==> src/rtl/mute_cfg.svh <==
/*
 * Offsets, field positions, reset values and timing counts for the
 * light-curtain muting logic. Assumes a 20 MHz system clock.
 */
`ifndef MUTE_CFG_SVH
`define MUTE_CFG_SVH

// Clock and tick
`define CLK_HZ 20000000
`define TICK_MS 10
`define TICK_CYC ((`CLK_HZ / 1000) * `TICK_MS)

// Register byte offsets
`define A_CTRL 8'h00
`define A_TIME 8'h04
`define A_STAT 8'h08

// Control fields
`define C_MODE_LO 0
`define C_COMPL 2
`define C_RUN 3
`define C_OVR_DUAL 4
`define C_OVR_EN 5

// Time register fields (in 10 ms ticks, except max muting in 500 ms)
`define T_SYNC_LO 0
`define T_DISC_LO 9
`define T_MUTE_LO 15

// Reset values, and ticks per 500 ms step
`define SYNC_DEF 9'd300
`define DISC_DEF 6'd3
`define MUTE_DEF 8'd120
`define CTRL_DEF 6'h00
`define TICKS_PER_500MS 6'd50

`endif

==> src/rtl/mute_pkg.sv <==
/*
 * Types for the light-curtain muting logic.
 * Assumes mute_cfg.svh for numbers.
 */
package mute_pkg;

  typedef enum logic [3:0] {
    MODE_PAR = 4'b0001,
    MODE_FWD = 4'b0010,
    MODE_BOTH = 4'b0100,
    MODE_POS = 4'b1000
  } mode_e;

  typedef enum logic [3:0] {
    ST_IDLE = 4'b0001,
    ST_ARM = 4'b0010,
    ST_PAIR = 4'b0100,
    ST_MUTED = 4'b1000
  } mute_e;

  typedef struct packed {
    logic cyc;
    logic stb;
    logic we;
    logic [7:0] adr;
    logic [3:0] sel;
    logic [31:0] dat;
  } wb_req_s;

  typedef struct packed {
    logic fault;
    logic disc_err;
    logic seq_err;
    logic sync_err;
    logic muting;
    logic permit;
  } flags_s;

endpackage : mute_pkg

==> src/rtl/mute_core.sv <==
/*
 * Light-curtain muting logic with a classic Wishbone register slave.
 * Assumes curtain channels, muting sensors and override pins are
 * asynchronous and sensors read high while they see a workpiece.
 */
// The implementer's own choices: the address map and register access over Wishbone.
// Contract
// Equivalent wiring: permit only when both high
// Complementary: permit only when NC high, NO low
// Discrepancy forces permit off, flags fault and error
// Discrepancy clears on reactivation or idle-run cycle
// While muted, curtain ignored and permit held
// Four selectable muting modes
// Muting needs active curtain, no errors, sensors off
// Order and sync window, except position mode
// Wrong sensor order raises sequence error
// Sensor gap beyond window raises sync error
// Curtain loss before muting drops permit
// Parallel mode ends when 11 or 12 off
// Sequential modes end on three sensors off
// Position mode ends when 11 off
// Max muting time ends muting
// Obstruction after muting end drops permit
// Curtain or override discrepancy ends muting
// Muting restarts when start conditions hold again
// Sensors read high on workpiece, else low
// Override can assert permit without muting
// Max muting 500 ms steps, zero unlimited
// Sync window 10 ms steps, default 3 s
// Sequence check starts after all sensors off
// Discrepancy time 10 ms steps, default 30 ms
// 10 ms tick timers; run entry clears all
`timescale 1ns/1ns
`include "mute_cfg.svh"

module mute_core
  import mute_pkg::*;
(
  input wire logic clk, // System clock, 20 MHz
  input wire logic srst, // Synchronous reset, active high
  input wire logic wb_cyc_i, // Wishbone cycle
  input wire logic wb_stb_i, // Wishbone strobe
  input wire logic wb_we_i, // Wishbone write enable
  input wire logic [7:0] wb_adr_i, // Wishbone byte address
  input wire logic [3:0] wb_sel_i, // Wishbone byte selects
  input wire logic [31:0] wb_dat_i, // Wishbone write data
  output logic [31:0] wb_dat_o, // Wishbone read data
  output logic wb_ack_o, // Wishbone acknowledge
  input wire logic [1:0] curtain_in, // Protective curtain channels 1,2
  input wire logic [3:0] sensor_in, // Sensors 11,12,21,22 in bits 0..3
  input wire logic [1:0] override_in, // Override channels
  output logic permit, // Safe output permit
  output logic muting, // Muting status
  output logic fault, // Fault present
  output logic disc_err, // Curtain or override discrepancy
  output logic seq_err, // Sequence error
  output logic sync_err // Synchronization error
);

  typedef struct packed {
    logic [2:0][7:0] sync3;
    logic [7:0] filt;
    logic [5:0] ctrl;
    logic [8:0] sync_t;
    logic [5:0] disc_t;
    logic [7:0] mute_t;
    logic ack;
    logic [31:0] rdat;
    logic [17:0] pres;
    logic tick;
    logic [5:0] cdisc;
    logic [5:0] odisc;
    logic [8:0] scnt;
    logic [13:0] mcnt;
    logic [5:0] m500;
    logic cur_lat;
    logic ovr_lat;
    logic cur_seen_off;
    logic ovr_seen_off;
    logic run_prev;
    logic out_dir;
    mute_e st;
    flags_s fl;
  } state_s;

  state_s s_r;
  state_s s_nxt;

  // Channel pair state: 0 = inactive, 1 = active, 2 = disagree
  function automatic logic [1:0] pair_eval(input logic [1:0] ch,
                                          input logic compl);
    logic [1:0] want;
    want = compl ? 2'b01 : 2'b11;
    if (ch == want) begin
      pair_eval = 2'd1;
    end else if (ch == ~want) begin
      pair_eval = 2'd0;
    end else begin
      pair_eval = 2'd2;
    end
  endfunction : pair_eval

  // One tick step of a discrepancy timer; returns count, top bit = expired
  function automatic logic [6:0] disc_step(input logic [5:0] cnt,
                                          input logic [5:0] lim,
                                          input logic disagree,
                                          input logic tk);
    logic [5:0] c;
    c = cnt;
    if (!disagree) begin
      c = 6'd0;
    end else if (tk && (c != 6'h3f)) begin
      c = c + 6'd1;
    end
    disc_step = {(lim != 6'd0) && disagree && (c >= lim), c};
  endfunction : disc_step

  logic [7:0] raw_in;
  logic [1:0] cur_pair;
  logic [1:0] ovr_pair;
  logic [6:0] cd_step;
  logic [6:0] od_step;
  logic hit;
  logic [31:0] wmask;
  mode_e mode;

  assign raw_in = {override_in, curtain_in, sensor_in};
  assign hit = wb_cyc_i && wb_stb_i && !s_r.ack;
  assign wmask = {{8{wb_sel_i[3]}}, {8{wb_sel_i[2]}},
                  {8{wb_sel_i[1]}}, {8{wb_sel_i[0]}}};

  always_comb begin
    logic [3:0] sn;
    logic cur_act;
    logic [31:0] v;
    logic run;
    logic start_ok;
    logic end_sens;
    logic errs;
    s_nxt = s_r;
    sn = 4'h0;
    cur_act = 1'b0;
    v = 32'h0000_0000;
    run = 1'b0;
    start_ok = 1'b0;
    end_sens = 1'b0;
    errs = 1'b0;
    mode = MODE_PAR;
    cur_pair = 2'd0;
    ovr_pair = 2'd0;
    cd_step = 7'd0;
    od_step = 7'd0;

    // Three-stage input sync; value moves only when stages 2 and 3 agree
    s_nxt.sync3 = {s_r.sync3[1:0], raw_in};
    for (int i = 0; i < 8; i++) begin
      if (s_r.sync3[1][i] == s_r.sync3[2][i]) begin
        s_nxt.filt[i] = s_r.sync3[2][i];
      end
    end
    sn = s_r.filt[3:0];
    run = s_r.ctrl[`C_RUN];
    unique case (s_r.ctrl[`C_MODE_LO +: 2])
      2'd0: mode = MODE_PAR;
      2'd1: mode = MODE_FWD;
      2'd2: mode = MODE_BOTH;
      2'd3: mode = MODE_POS;
    endcase

    // ************************************************************
    // Register slave
    // ************************************************************
    s_nxt.ack = hit;
    if (hit && wb_we_i) begin
      unique case (wb_adr_i)
        `A_CTRL: begin
          v = {26'd0, s_r.ctrl};
          v = (v & ~wmask) | (wb_dat_i & wmask);
          s_nxt.ctrl = v[5:0];
        end
        `A_TIME: begin
          v = {9'd0, s_r.mute_t, s_r.disc_t, s_r.sync_t};
          v = (v & ~wmask) | (wb_dat_i & wmask);
          s_nxt.sync_t = v[`T_SYNC_LO +: 9];
          s_nxt.disc_t = v[`T_DISC_LO +: 6];
          s_nxt.mute_t = v[`T_MUTE_LO +: 8];
        end
        default: ;
      endcase
    end
    unique case (wb_adr_i)
      `A_CTRL: v = {26'd0, s_r.ctrl};
      `A_TIME: v = {9'd0, s_r.mute_t, s_r.disc_t, s_r.sync_t};
      `A_STAT: v = {22'd0, s_r.st, s_r.fl};
      default: v = 32'h0000_0000;
    endcase
    s_nxt.rdat = hit ? v : 32'h0000_0000;

    // ************************************************************
    // 10 ms tick
    // ************************************************************
    s_nxt.tick = 1'b0;
    s_nxt.pres = s_r.pres + 18'd1;
    if (s_r.pres == 18'(`TICK_CYC - 1)) begin
      s_nxt.pres = 18'd0;
      s_nxt.tick = 1'b1;
    end

    // ************************************************************
    // Channel evaluation and discrepancy
    // ************************************************************
    cur_pair = pair_eval(s_r.filt[5:4], s_r.ctrl[`C_COMPL]);
    ovr_pair = pair_eval(s_r.filt[7:6], 1'b0);
    cd_step = disc_step(s_r.cdisc, s_r.disc_t, cur_pair == 2'd2, s_r.tick);
    od_step = disc_step(s_r.odisc, s_r.disc_t,
                        s_r.ctrl[`C_OVR_DUAL] && (ovr_pair == 2'd2),
                        s_r.tick);
    s_nxt.cdisc = cd_step[5:0];
    s_nxt.odisc = od_step[5:0];
    if (cd_step[6]) begin
      s_nxt.cur_lat = 1'b1;
      s_nxt.cur_seen_off = 1'b0;
    end else if (s_r.cur_lat) begin
      if (cur_pair == 2'd0) begin
        s_nxt.cur_seen_off = 1'b1;
      end
      if (s_r.cur_seen_off && (cur_pair == 2'd1)) begin
        s_nxt.cur_lat = 1'b0;
      end
    end
    if (od_step[6]) begin
      s_nxt.ovr_lat = 1'b1;
      s_nxt.ovr_seen_off = 1'b0;
    end else if (s_r.ovr_lat) begin
      if (ovr_pair == 2'd0) begin
        s_nxt.ovr_seen_off = 1'b1;
      end
      if (s_r.ovr_seen_off && (ovr_pair == 2'd1)) begin
        s_nxt.ovr_lat = 1'b0;
      end
    end
    cur_act = (cur_pair == 2'd1) && !s_r.cur_lat;

    // ************************************************************
    // Muting sequencer
    // ************************************************************
    errs = s_nxt.cur_lat || s_nxt.ovr_lat || s_r.fl.seq_err || s_r.fl.sync_err;
    start_ok = cur_act && !errs;
    if (s_r.tick && (s_r.scnt != 9'h1ff)) begin
      s_nxt.scnt = s_r.scnt + 9'd1;
    end
    unique case (s_r.st)
      ST_IDLE: begin
        if (sn == 4'h0) begin
          s_nxt.st = ST_ARM;
        end
      end
      ST_ARM: begin
        s_nxt.scnt = 9'd0;
        if (mode == MODE_POS) begin
          if (sn[0] && start_ok) begin
            s_nxt.st = ST_MUTED;
          end
        end else if (sn[1] && !sn[0] && !(mode == MODE_BOTH && sn[3])) begin
          s_nxt.fl.seq_err = 1'b1;
          s_nxt.st = ST_IDLE;
        end else if (mode == MODE_BOTH && sn[2] && !sn[3]) begin
          s_nxt.fl.seq_err = 1'b1;
          s_nxt.st = ST_IDLE;
        end else if (sn[0]) begin
          s_nxt.out_dir = 1'b0;
          s_nxt.st = ST_PAIR;
        end else if (mode == MODE_BOTH && sn[3]) begin
          s_nxt.out_dir = 1'b1;
          s_nxt.st = ST_PAIR;
        end
      end
      ST_PAIR: begin
        if (s_r.scnt > s_r.sync_t) begin
          s_nxt.fl.sync_err = 1'b1;
          s_nxt.st = ST_IDLE;
        end else if (s_r.out_dir ? !sn[3] : !sn[0]) begin
          s_nxt.st = ST_IDLE;
        end else if (s_r.out_dir ? sn[2] : sn[1]) begin
          s_nxt.st = start_ok ? ST_MUTED : ST_IDLE;
        end
      end
      ST_MUTED: begin
        unique case (mode)
          MODE_PAR: end_sens = !sn[0] || !sn[1];
          MODE_FWD, MODE_BOTH: end_sens = s_r.out_dir ?
            (sn[3:1] == 3'b000) : (sn[2:0] == 3'b000);
          MODE_POS: end_sens = !sn[0];
        endcase
        if (end_sens || s_nxt.cur_lat || s_nxt.ovr_lat) begin
          s_nxt.st = ST_IDLE;
        end else if ((s_r.mute_t != 8'd0) && (s_r.mcnt >= 14'(s_r.mute_t)
                     * 14'(`TICKS_PER_500MS))) begin
          s_nxt.st = ST_IDLE;
        end
      end
    endcase
    s_nxt.mcnt = 14'd0;
    if (s_r.st == ST_MUTED) begin
      s_nxt.mcnt = s_r.mcnt + {13'd0, s_r.tick};
    end
    // Errors hold until all sensors off again
    if (sn == 4'h0 && s_r.st == ST_IDLE) begin
      s_nxt.fl.seq_err = 1'b0;
      s_nxt.fl.sync_err = 1'b0;
    end

    // ************************************************************
    // Outputs; run entry wipes errors and timers
    // ************************************************************
    s_nxt.run_prev = run;
    s_nxt.fl.muting = (s_nxt.st == ST_MUTED);
    // While muted the curtain is ignored; otherwise it rules

    s_nxt.fl.permit = run && !s_nxt.cur_lat && !s_nxt.ovr_lat &&
      (s_nxt.fl.muting || cur_act ||
       (s_r.ctrl[`C_OVR_EN] && ovr_pair == 2'd1 && sn != 4'h0));
    s_nxt.fl.disc_err = s_nxt.cur_lat || s_nxt.ovr_lat;
    s_nxt.fl.fault = s_nxt.fl.disc_err ||
      ((s_nxt.fl.seq_err || s_nxt.fl.sync_err) && !cur_act);
    if (run && !s_r.run_prev) begin
      s_nxt.cur_lat = 1'b0;
      s_nxt.ovr_lat = 1'b0;
      s_nxt.cdisc = 6'd0;
      s_nxt.odisc = 6'd0;
      s_nxt.fl = '0;
      s_nxt.st = ST_IDLE;
      s_nxt.pres = 18'd0;
    end
    if (!run) begin
      s_nxt.st = ST_IDLE;
      s_nxt.fl.permit = 1'b0;
      s_nxt.fl.muting = 1'b0;
    end
  end

  always_ff @(posedge clk) begin
    if (srst) begin
      s_r <= '0;
      s_r.ctrl <= `CTRL_DEF;
      s_r.sync_t <= `SYNC_DEF;
      s_r.disc_t <= `DISC_DEF;
      s_r.mute_t <= `MUTE_DEF;
      s_r.st <= ST_IDLE;
    end else begin
      s_r <= s_nxt;
    end
  end

  assign wb_dat_o = s_r.rdat;
  assign wb_ack_o = s_r.ack;
  assign permit = s_r.fl.permit;
  assign muting = s_r.fl.muting;
  assign fault = s_r.fl.fault;
  assign disc_err = s_r.fl.disc_err;
  assign seq_err = s_r.fl.seq_err;
  assign sync_err = s_r.fl.sync_err;

endmodule : mute_core

==> config.mk <==
export PLATFORM = sky130hd
export DESIGN_NAME = mute_core
export DESIGN_NICKNAME = d
export VERILOG_FILES = /design/src/rtl/mute_pkg.sv /design/src/rtl/mute_core.sv
export VERILOG_INCLUDE_DIRS = /design/src /design/src/rtl
export SDC_FILE = /design/constraint.sdc
export NUM_CORES = 1
export LEC_CHECK = 0
export BUFFER_PORTS_ARGS = -buffer_cell sky130_fd_sc_hd__buf_2
export CORE_ASPECT_RATIO = 1.1
export CORE_MARGIN = 2
export CORE_UTILIZATION = 55
export DETAILED_ROUTE_END_ITERATION = 16
export GPL_ROUTABILITY_DRIVEN = 0
export PLACE_DENSITY = 0.81
export SYNTH_ARGS = -nofsm -noshare
export SYNTH_HDL_FRONTEND = slang
export SYNTH_SLANG_ARGS = --single-unit
==> constraint.sdc <==
create_clock -name clk -period 5.6 [get_ports clk]
set_clock_uncertainty 0.2 [all_clocks]
set_input_delay 0 -clock clk [delete_from_list [all_inputs] [get_ports clk]]
set_output_delay 0 -clock clk [all_outputs]
set_load 0.02 [all_outputs]
## After elaboration in Yosys (flattened, before gate mapping)

Index checks and enable logic that the tools add are counted.

- Add/sub/neg operators: 5
- Multipliers: 1
- Magnitude comparators: 4
- Eq/ne operators: 33
- Mux-type cells: 44
- Bitwise operators: 13
- Reduce and logical (&&, ||, !) cells: 77

Operators with widths:

| cell | number |
|---|---|
| 23-bit case mux with 3 select lines | 1 |
| 23-bit bitwise AND | 2 |
| 4-bit two-way mux | 11 |
| 4-bit case mux with 4 select lines | 2 |
| 1-bit logical AND | 30 |
| 6-bit two-way mux | 4 |
| 23-bit NOT | 1 |
| 23-bit OR | 1 |
| 18-bit by 1-bit adder with 18-bit output (second input constant) | 1 |
| 18-bit equality test (second input constant) | 1 |
| 1-bit two-way mux | 17 |
| 14-bit by 1-bit adder with 14-bit output | 1 |
| 14-bit >= comparator | 1 |
| 2-bit OR reduction | 7 |
| 8-bit by 5-bit multiplier with 13-bit output (second input constant) | 1 |
| 6-bit by 1-bit adder with 6-bit output (second input constant) | 2 |
| 4-bit equality test (second input constant) | 3 |
| 6-bit >= comparator | 2 |
| 2-bit two-way mux | 6 |
| 6-bit != test (second input constant) | 2 |
| 1-bit zero test | 11 |
| 2-bit equality test (second input constant) | 5 |
| 1-bit logical OR | 10 |
| 5-bit two-way mux | 2 |
| 27 further kinds | 53 |

- Flip-flop bits (word level): 164

## Depth between registers and ports, before layout

Gate-level depths: netlist of the first run.

- Depth after elaboration: 24
- Depth in mapped cells: 21
- Mapped depth without buffers: 21

## Worst setup path before layout of the first run

No wires, ideal clock.

- Kind: register to register
- Start: register with a tool-made name
- End: register s_r, in the netlist muting
- Arrival time: 4.162 ns
- Required time: 5.297 ns
- Setup slack: 1.135 ns
- Stages on the path, launching flop included: 21
- Buffers on the path: 0
- Period minus slack after synthesis: 4.465 ns
- Cells stage by stage: dfxtp_1 -> inv_1 -> ha_1 -> ha_1 -> fa_1 -> ha_1 -> nor2b_1 -> o21ai_0 -> a21oi_1 -> o21a_1 -> nor2_1 -> o21ai_0 -> xnor2_1 -> ha_1 -> a21oi_1 -> o21ai_0 -> nand2_1 -> o2111a_1 -> nand3_1 -> o211a_1 -> a2111oi_2

RTL lines:

| what | line | text |
|---|---|---|
| end signal: assignment | mute_core.sv:351 | `s_r <= s_nxt;` |
| end: declaration | mute_core.sv:86 | `state_s s_r;` |

==> results of run 1 <==
[through the flow]
stage / power [mW] / setup WS (ps) / utilization [%] / cell area (sq um)
after floorplan: 1.174 / 1135 / - / 7775
after global placement: 1.193 / 874.5 / 58.55 / 8077
after detailed placement: 1.193 / 712.5 / 58.55 / 8077
after CTS: 2.427 / 692.4 / 66.58 / 9184
after global routing: 2.487 / 318.7 / 66.58 / 9184
final: 2.409 / 707.7 / 66.58 / 9184
[final cells by class]
cell class | count | area [sq um] | share of cell area (%)
Clock buffer | 17 | 425.4 | 4.632
Clock inverter | 15 | 201.4 | 2.193
Inverter | 59 | 221.5 | 2.411
Multi-Input combinational cell | 597 | 4114 | 44.80
Sequential cell | 155 | 3103 | 33.79
Tap cell | 188 | 235.2 | 2.561
Timing Repair Buffer | 127 | 883.3 | 9.619
[Yosys cell counts (3+ instances only)]
cell type  instances
nor4_1             5
a31oi_1            7
ha_1              78
dfxtp_1          155
or3_1              8
xor2_1            25
nor2_1           109
nor3b_1            3
a211o_1           10
a21oi_1           41
nand2_1           49
and3_1            24
nand3_1           21
clkbuf_1          21
o21a_1             6
a22oi_1            5
xnor2_1           21
nand2b_1           6
o21ai_0           28
nand4_1           18
nor3_1            21
mux2i_1           25
a211oi_1           4
inv_1             59
fa_1               3
a222oi_1           7
nor2b_1           28
buf_4             32
[worst max-delay path: stages (launching register included)]
cell and delay, ps:
dfxtp_1 410, inv_1 100, ha_1 310, ha_1 320, fa_1 470, ha_1 340
nor2b_1 140, o21ai_0 210, a21oi_1 110, nand2b_1 150, ha_1 290, a222oi_1 380
nand3_1 110, a41oi_1 230, o2111a_1 210, nand3_1 160, o211a_1 310, a2111oi_2 340
[logic make-up (layout without fill, tap and decap cells)]
family / count (synthesis) / after routing
AND/OR/NAND/NOR: 309 / 309
flip-flops: 155 / 155
AO/OA/AOI/OAI: 127 / 127
buffers and inverters: 116 / 218
adder cells (fa/ha/maj): 81 / 81
XOR/XNOR: 46 / 46
multiplexers: 25 / 25
other: 1 / 9
[power by group through the flow]
stage | Combinational (mW) | Clock (mW) | Sequential [mW]
6_report | 0.0765 | 1.22 | 1.12
2_1_floorplan | 0.0337 | 0 | 1.14
4_1_cts | 0.0758 | 1.24 | 1.12
3_3_place_gp | 0.0522 | 0 | 1.14
5_1_grt | 0.0844 | 1.29 | 1.12
3_5_place_dp | 0.0524 | 0 | 1.14
[repair_timing]
action | in CTS | in global routing
hold buffers | 48 | 0
buffers inserted | 0 | 0
hold endpoints to repair | 83 | 0
resized for setup | 0 | 0
[routing by layer]
| layer | up-vias | GRT usage [%] | part of all wire, % | wire length (microns) |
|---|---|---|---|---|
| li1 | 3124 | - | - | - |
| met4 | 0 | 12.66 | 3.9 | 643 |
| met3 | 54 | 4.993 | 5.3 | 873 |
| met5 | - | 0 | 0 | 0 |
| met2 | 202 | 36.71 | 47 | 7783 |
| met1 | 2848 | 28.23 | 44 | 7289 |
[final timing paths]
check	startpoint	end	slack [ps]	cells past startpoint
setup / recovery	flop	muting	710	17
hold / removal	wb_sel_i[0]	flop	30	4
setup reg to reg	flop	muting	710	17
hold reg to reg	s_nxt[154]	s_nxt[162]	230	1
==> run metrics, run 1 <==
# rows 45; Die Span Y 128.5 microns; Netlist cell types 60; clk_lat worst skew 430 ps; CTS tree built; Arr. time, crit path 5010 ps; Post-Syn Instances 860; initial antenna violation count 0; Post-synth EDFFs 0; via/cell ratio 5.378; Synth Area in Adders 13.38%; clock share of power 50.5%; total die area 15050 sq um; WHS 28.47 ps; Static Leakage 3.983 nW; Num CTS Buffers 17; Synth warnings 0; Most used DFF post-synth dfxtp_1; Non-Filler Instances 1158; sw frac 22.33%; top cell type's share of synthesized area 40.06%; P&R area growth vs syn 18.58%; FILL cells 1085; Mapped Avg Cell Area 9.006 sq um; placed insts 1078; Root Buffer clkbuf_16; relative slew slack 39.75%; Pins Over Slew Limit 0; Min-Delay Path Class input port to flop; Total GRT Usage 22.83%; Die X-Extent 117.1 microns; Clock transition at path regs 70 ps; Startpoint Class flop; # IOs 96; drt pass-1 iters 5; Peak Freq 0.2044 GHz; power share of the combinational group 3.2%; most common cell after layout, fill and taps aside dfxtp_1; Port Buffers 76; core area 13790 sq um; CTS Sinks 155; register share of total power 46.3%; Final #Nets 1095; Synth Cell Area 7745 sq um; #FFs+latches synth 155; commonest cells after routing, fill and taps aside dfxtp_1 (155), nor2_1 (109), ha_1 (78); dpl hpwl 11.52 mm; Simple-Gate Fraction of Synth Area 20.18%; RSZ-0062 raised after global routing no; via count 6228; largest net degree at the start of global routing 47; DR WL/cell 14.33 microns; top cells by area, synth dfxtp_1 (40%), ha_1 (13%), nor2_1 (5.3%), mux2i_1 (3.2%), buf_4 (3.1%); post-synth top area cell dfxtp_1; vias in the first global route 5935; Worst Setup End Kind flop; switching power 537.9 uW; main combinational cell family by area after synthesis simple AND/OR/NAND/NOR gates; sequential area share after synthesis 40.06%; Worst EP required 5720 ps; layout cell share with drive strength beyond 1 12.37%; first-pass GRT wire length 27.21 mm; GRT overflow 0; maximum buffer depth of the clock tree 2; share of synthesized registers carrying an async set or reset 0%; multiplexer area fraction after synthesis 3.231%; Worst-Margin Slew 897.3 ps; CP Class flop to flop; DRC 0; MaxCap Viol Count 0; xor/xnor share of the synthesized area 5.202%; post-route ant nets 0; Synth Area in Compound Gates 10.69%; Setup Viol. Count Final 0; starting density of the core 56.15%; Antenna diodes 0; crit path max fanout 5; Fin. Hold Viols 0; Power Dens Cells 262.3 nW/um^2; Internal Power 1.871 mW; peak supply drop 228.2 uV; DRT Wirelength 16.59 mm; crit share post-route 87.36%; Final min period 4892 ps; DR iter-0 viols 430; Post-Route Setup TNS 0 ps; H-tree levels 4; status complete, no violations
Power figures use the tool's default switching activity.
==> run 2: changes to the inputs <==
Settings changed: PLACE_DENSITY 0.81 to 0.73.
==> run metrics, run 2 (synthesis results as in run 1) <==
status complete, no violations; Final #Nets 1084 (-1.0%); FILL cells 1159 (+6.8%); commonest cells after routing, fill and taps aside dfxtp_1 (155), nor2_1 (109), ha_1 (78); Static Leakage 3.882 nW (-2.5%); cts repair resizes 0 (unchanged); via/cell ratio 5.326 (-0.96%); final core utilization 65.27% (-1.3 points); Die X-Extent 117.1 microns (unchanged); Startpoint Class flop; first-pass GRT wire length 26.48 mm (-2.7%); crit share post-route 88.15% (+0.79 points); Peak Freq 0.2026 GHz (-0.89%); via count 6104 (-2.0%); DP Worst Slack 675.6 ps (-36.96 ps); slowest stage delay, CP 470 ps (about the same); Total GRT Usage 22.31% (-0.52 points); Clock transition at path regs 60 ps (about the same); most common cell after layout, fill and taps aside dfxtp_1; CTS tree built; P&R area growth vs syn 16.25%; MaxCap Viol Count 0 (unchanged); Multi-input gate area 4114 sq um (unchanged); r2r endpoint muting; Die Span Y 128.5 microns (unchanged); # rows 45 (unchanged); maximum buffer depth of the clock tree 2 (unchanged); Pins Over Slew Limit 0 (unchanged); drt pass-1 iters 7 (+2); Fin. Hold Viols 0 (unchanged); H-tree levels 4 (unchanged); R2R setup slack 660 ps (-40 ps); relative slew slack 40.99% (+1.2 points); RSZ-0062 raised after global routing no; Worst Setup End Kind flop; crit path max fanout 6 (+1); clk_lat worst skew 420 ps (about the same); peak supply drop 205.0 uV (-10%); Arr. time, crit path 5050 ps (+40 ps); core area 13790 sq um (unchanged); Placed Instance Area 8077 sq um (unchanged); Worst-Margin Slew 878.9 ps (-18.39 ps); dpl hpwl 11.32 mm (-1.7%); largest net degree at the start of global routing 71 (+51%); post-route ant nets 0 (unchanged); cell occurring most often along the worst timing path ha_1; Root Buffer clkbuf_16; Worst EP required 5710 ps (about the same); CP Class flop to flop; DRC 0 (unchanged); R2R depth 20 (+3); CTS Sinks 155 (unchanged); # IOs 96 (unchanged); layout cell share with drive strength beyond 1 12.32% (-0.054 points); Min-Delay Path Class input port to flop; vias in the first global route 5712 (-3.8%); Port Buffers 76 (unchanged); Power Dens Cells 252.7 nW/um^2 (-3.7%); DR WL/cell 14.14 microns (-1.3%); Num CTS Buffers 17 (unchanged); Antenna diodes 0 (unchanged); GRT overflow 0 (unchanged); Setup Viol. Count Final 0 (unchanged); starting density of the core 56.15% (unchanged); Slowest cell on crit path fa_1; Reg area 3103 sq um (unchanged); post-CTS setup buffers 0 (unchanged); hold path startpoint wb_sel_i[0]; WHS Path Cells 4 (unchanged); initial antenna violation count 0 (unchanged); final setup margin 663.7 ps (-44.03 ps); CP Cell Sequence inv_1 > ha_1 > ha_1 > fa_1 > ha_1 > nor2b_1 > o21ai_0 > a21oi_1 > o21a_1 > nor2_1 > o21ai_0 > xnor2_1 > ha_1 > a21oi_1 > o21ai_0 > nand2_1 > o2111a_1 > nand3_1 > o211a_1 > a2111oi_2; Final min period 4936 ps (+44.03 ps); fin area 9004 sq um (-2.0%); DR iter-0 viols 401 (-6.7%); DRT Wirelength 16.21 mm (-2.3%); Post-Route Setup TNS 0 ps (unchanged); total die area 15050 sq um (unchanged); WHS 22.59 ps (-5.882 ps)
-- run 2: cell types whose count changed in the layout (fill, tap and decap cells not counted), moves of 2 or more --
cell	before	now
dlygate4sd3_1	48	37
inv_6	8	3
clkinv_2	1	3
bufinv_16	3	1
clkinv_4	1	4
-- run 2: what timing repair did --
action,in CTS,in global routing
hold buffers,37,0
hold endpoints to repair,59,0
setup endpoints to repair,0,0
-- run 2: per-layer routing --
metal  routed length [microns]  GRT usage (%)  vias to the layer above
met1                      7395          28.45                     2832
li1                          -              -                     3109
met5                         0              0                        -
met2                      7858          37.53                      147
met3                       796          4.946                       16
met4                       159          6.920                        0
-- run 2: report_power, final --
| group | total (mW) | switching, mW | internal, mW | leakage (nW) |
|---|---|---|---|---|
| Sequential | 1.12 | 0.00466 | 1.11 | 1.25 |
| Combinational | 0.0725 | 0.0352 | 0.0373 | 2.36 |
| Clock | 1.09 | 0.461 | 0.625 | 0.274 |
-- run 2: critical path, delay by kind of cell (launching register included) --
family / cells / cell delay, ps
AO/OA/AOI/OAI: 9 / 1740
flip-flops: 1 / 450
AND/OR/NAND/NOR: 4 / 540
buffers and inverters: 1 / 70
adder cells (fa/ha/maj): 5 / 1690
XOR/XNOR: 1 / 150
-- run 2: final cells by class --
type / count / share of cell area (%)
multi-input combinational: 597 / 45.69
sequential: 155 / 34.46
timing repair buffer: 116 / 8.588
clock buffer: 19 / 4.919
tap: 188 / 2.613
inverter: 59 / 2.460
clock inverter: 12 / 1.265
-- run 2: how the worst max path moves through the flow --
stage,to,slack (ps),depth (start not counted)
after floorplan,muting,1130,20
after global placement,muting,770,20
after detailed placement,muting,680,20
after global routing,muting,310,20
after CTS,muting,650,20
final,muting,660,20
-- run 2: per-stage QoR --
| stage | power, mW | std cells |
|---|---|---|
| floorplan | 1.174 | 868 |
| global placement | 1.193 | 1078 |
| detailed placement | 1.194 | 1078 |
| CTS | 2.290 | 1146 |
| global route | 2.352 | 1146 |
| finish | 2.275 | 1146 |
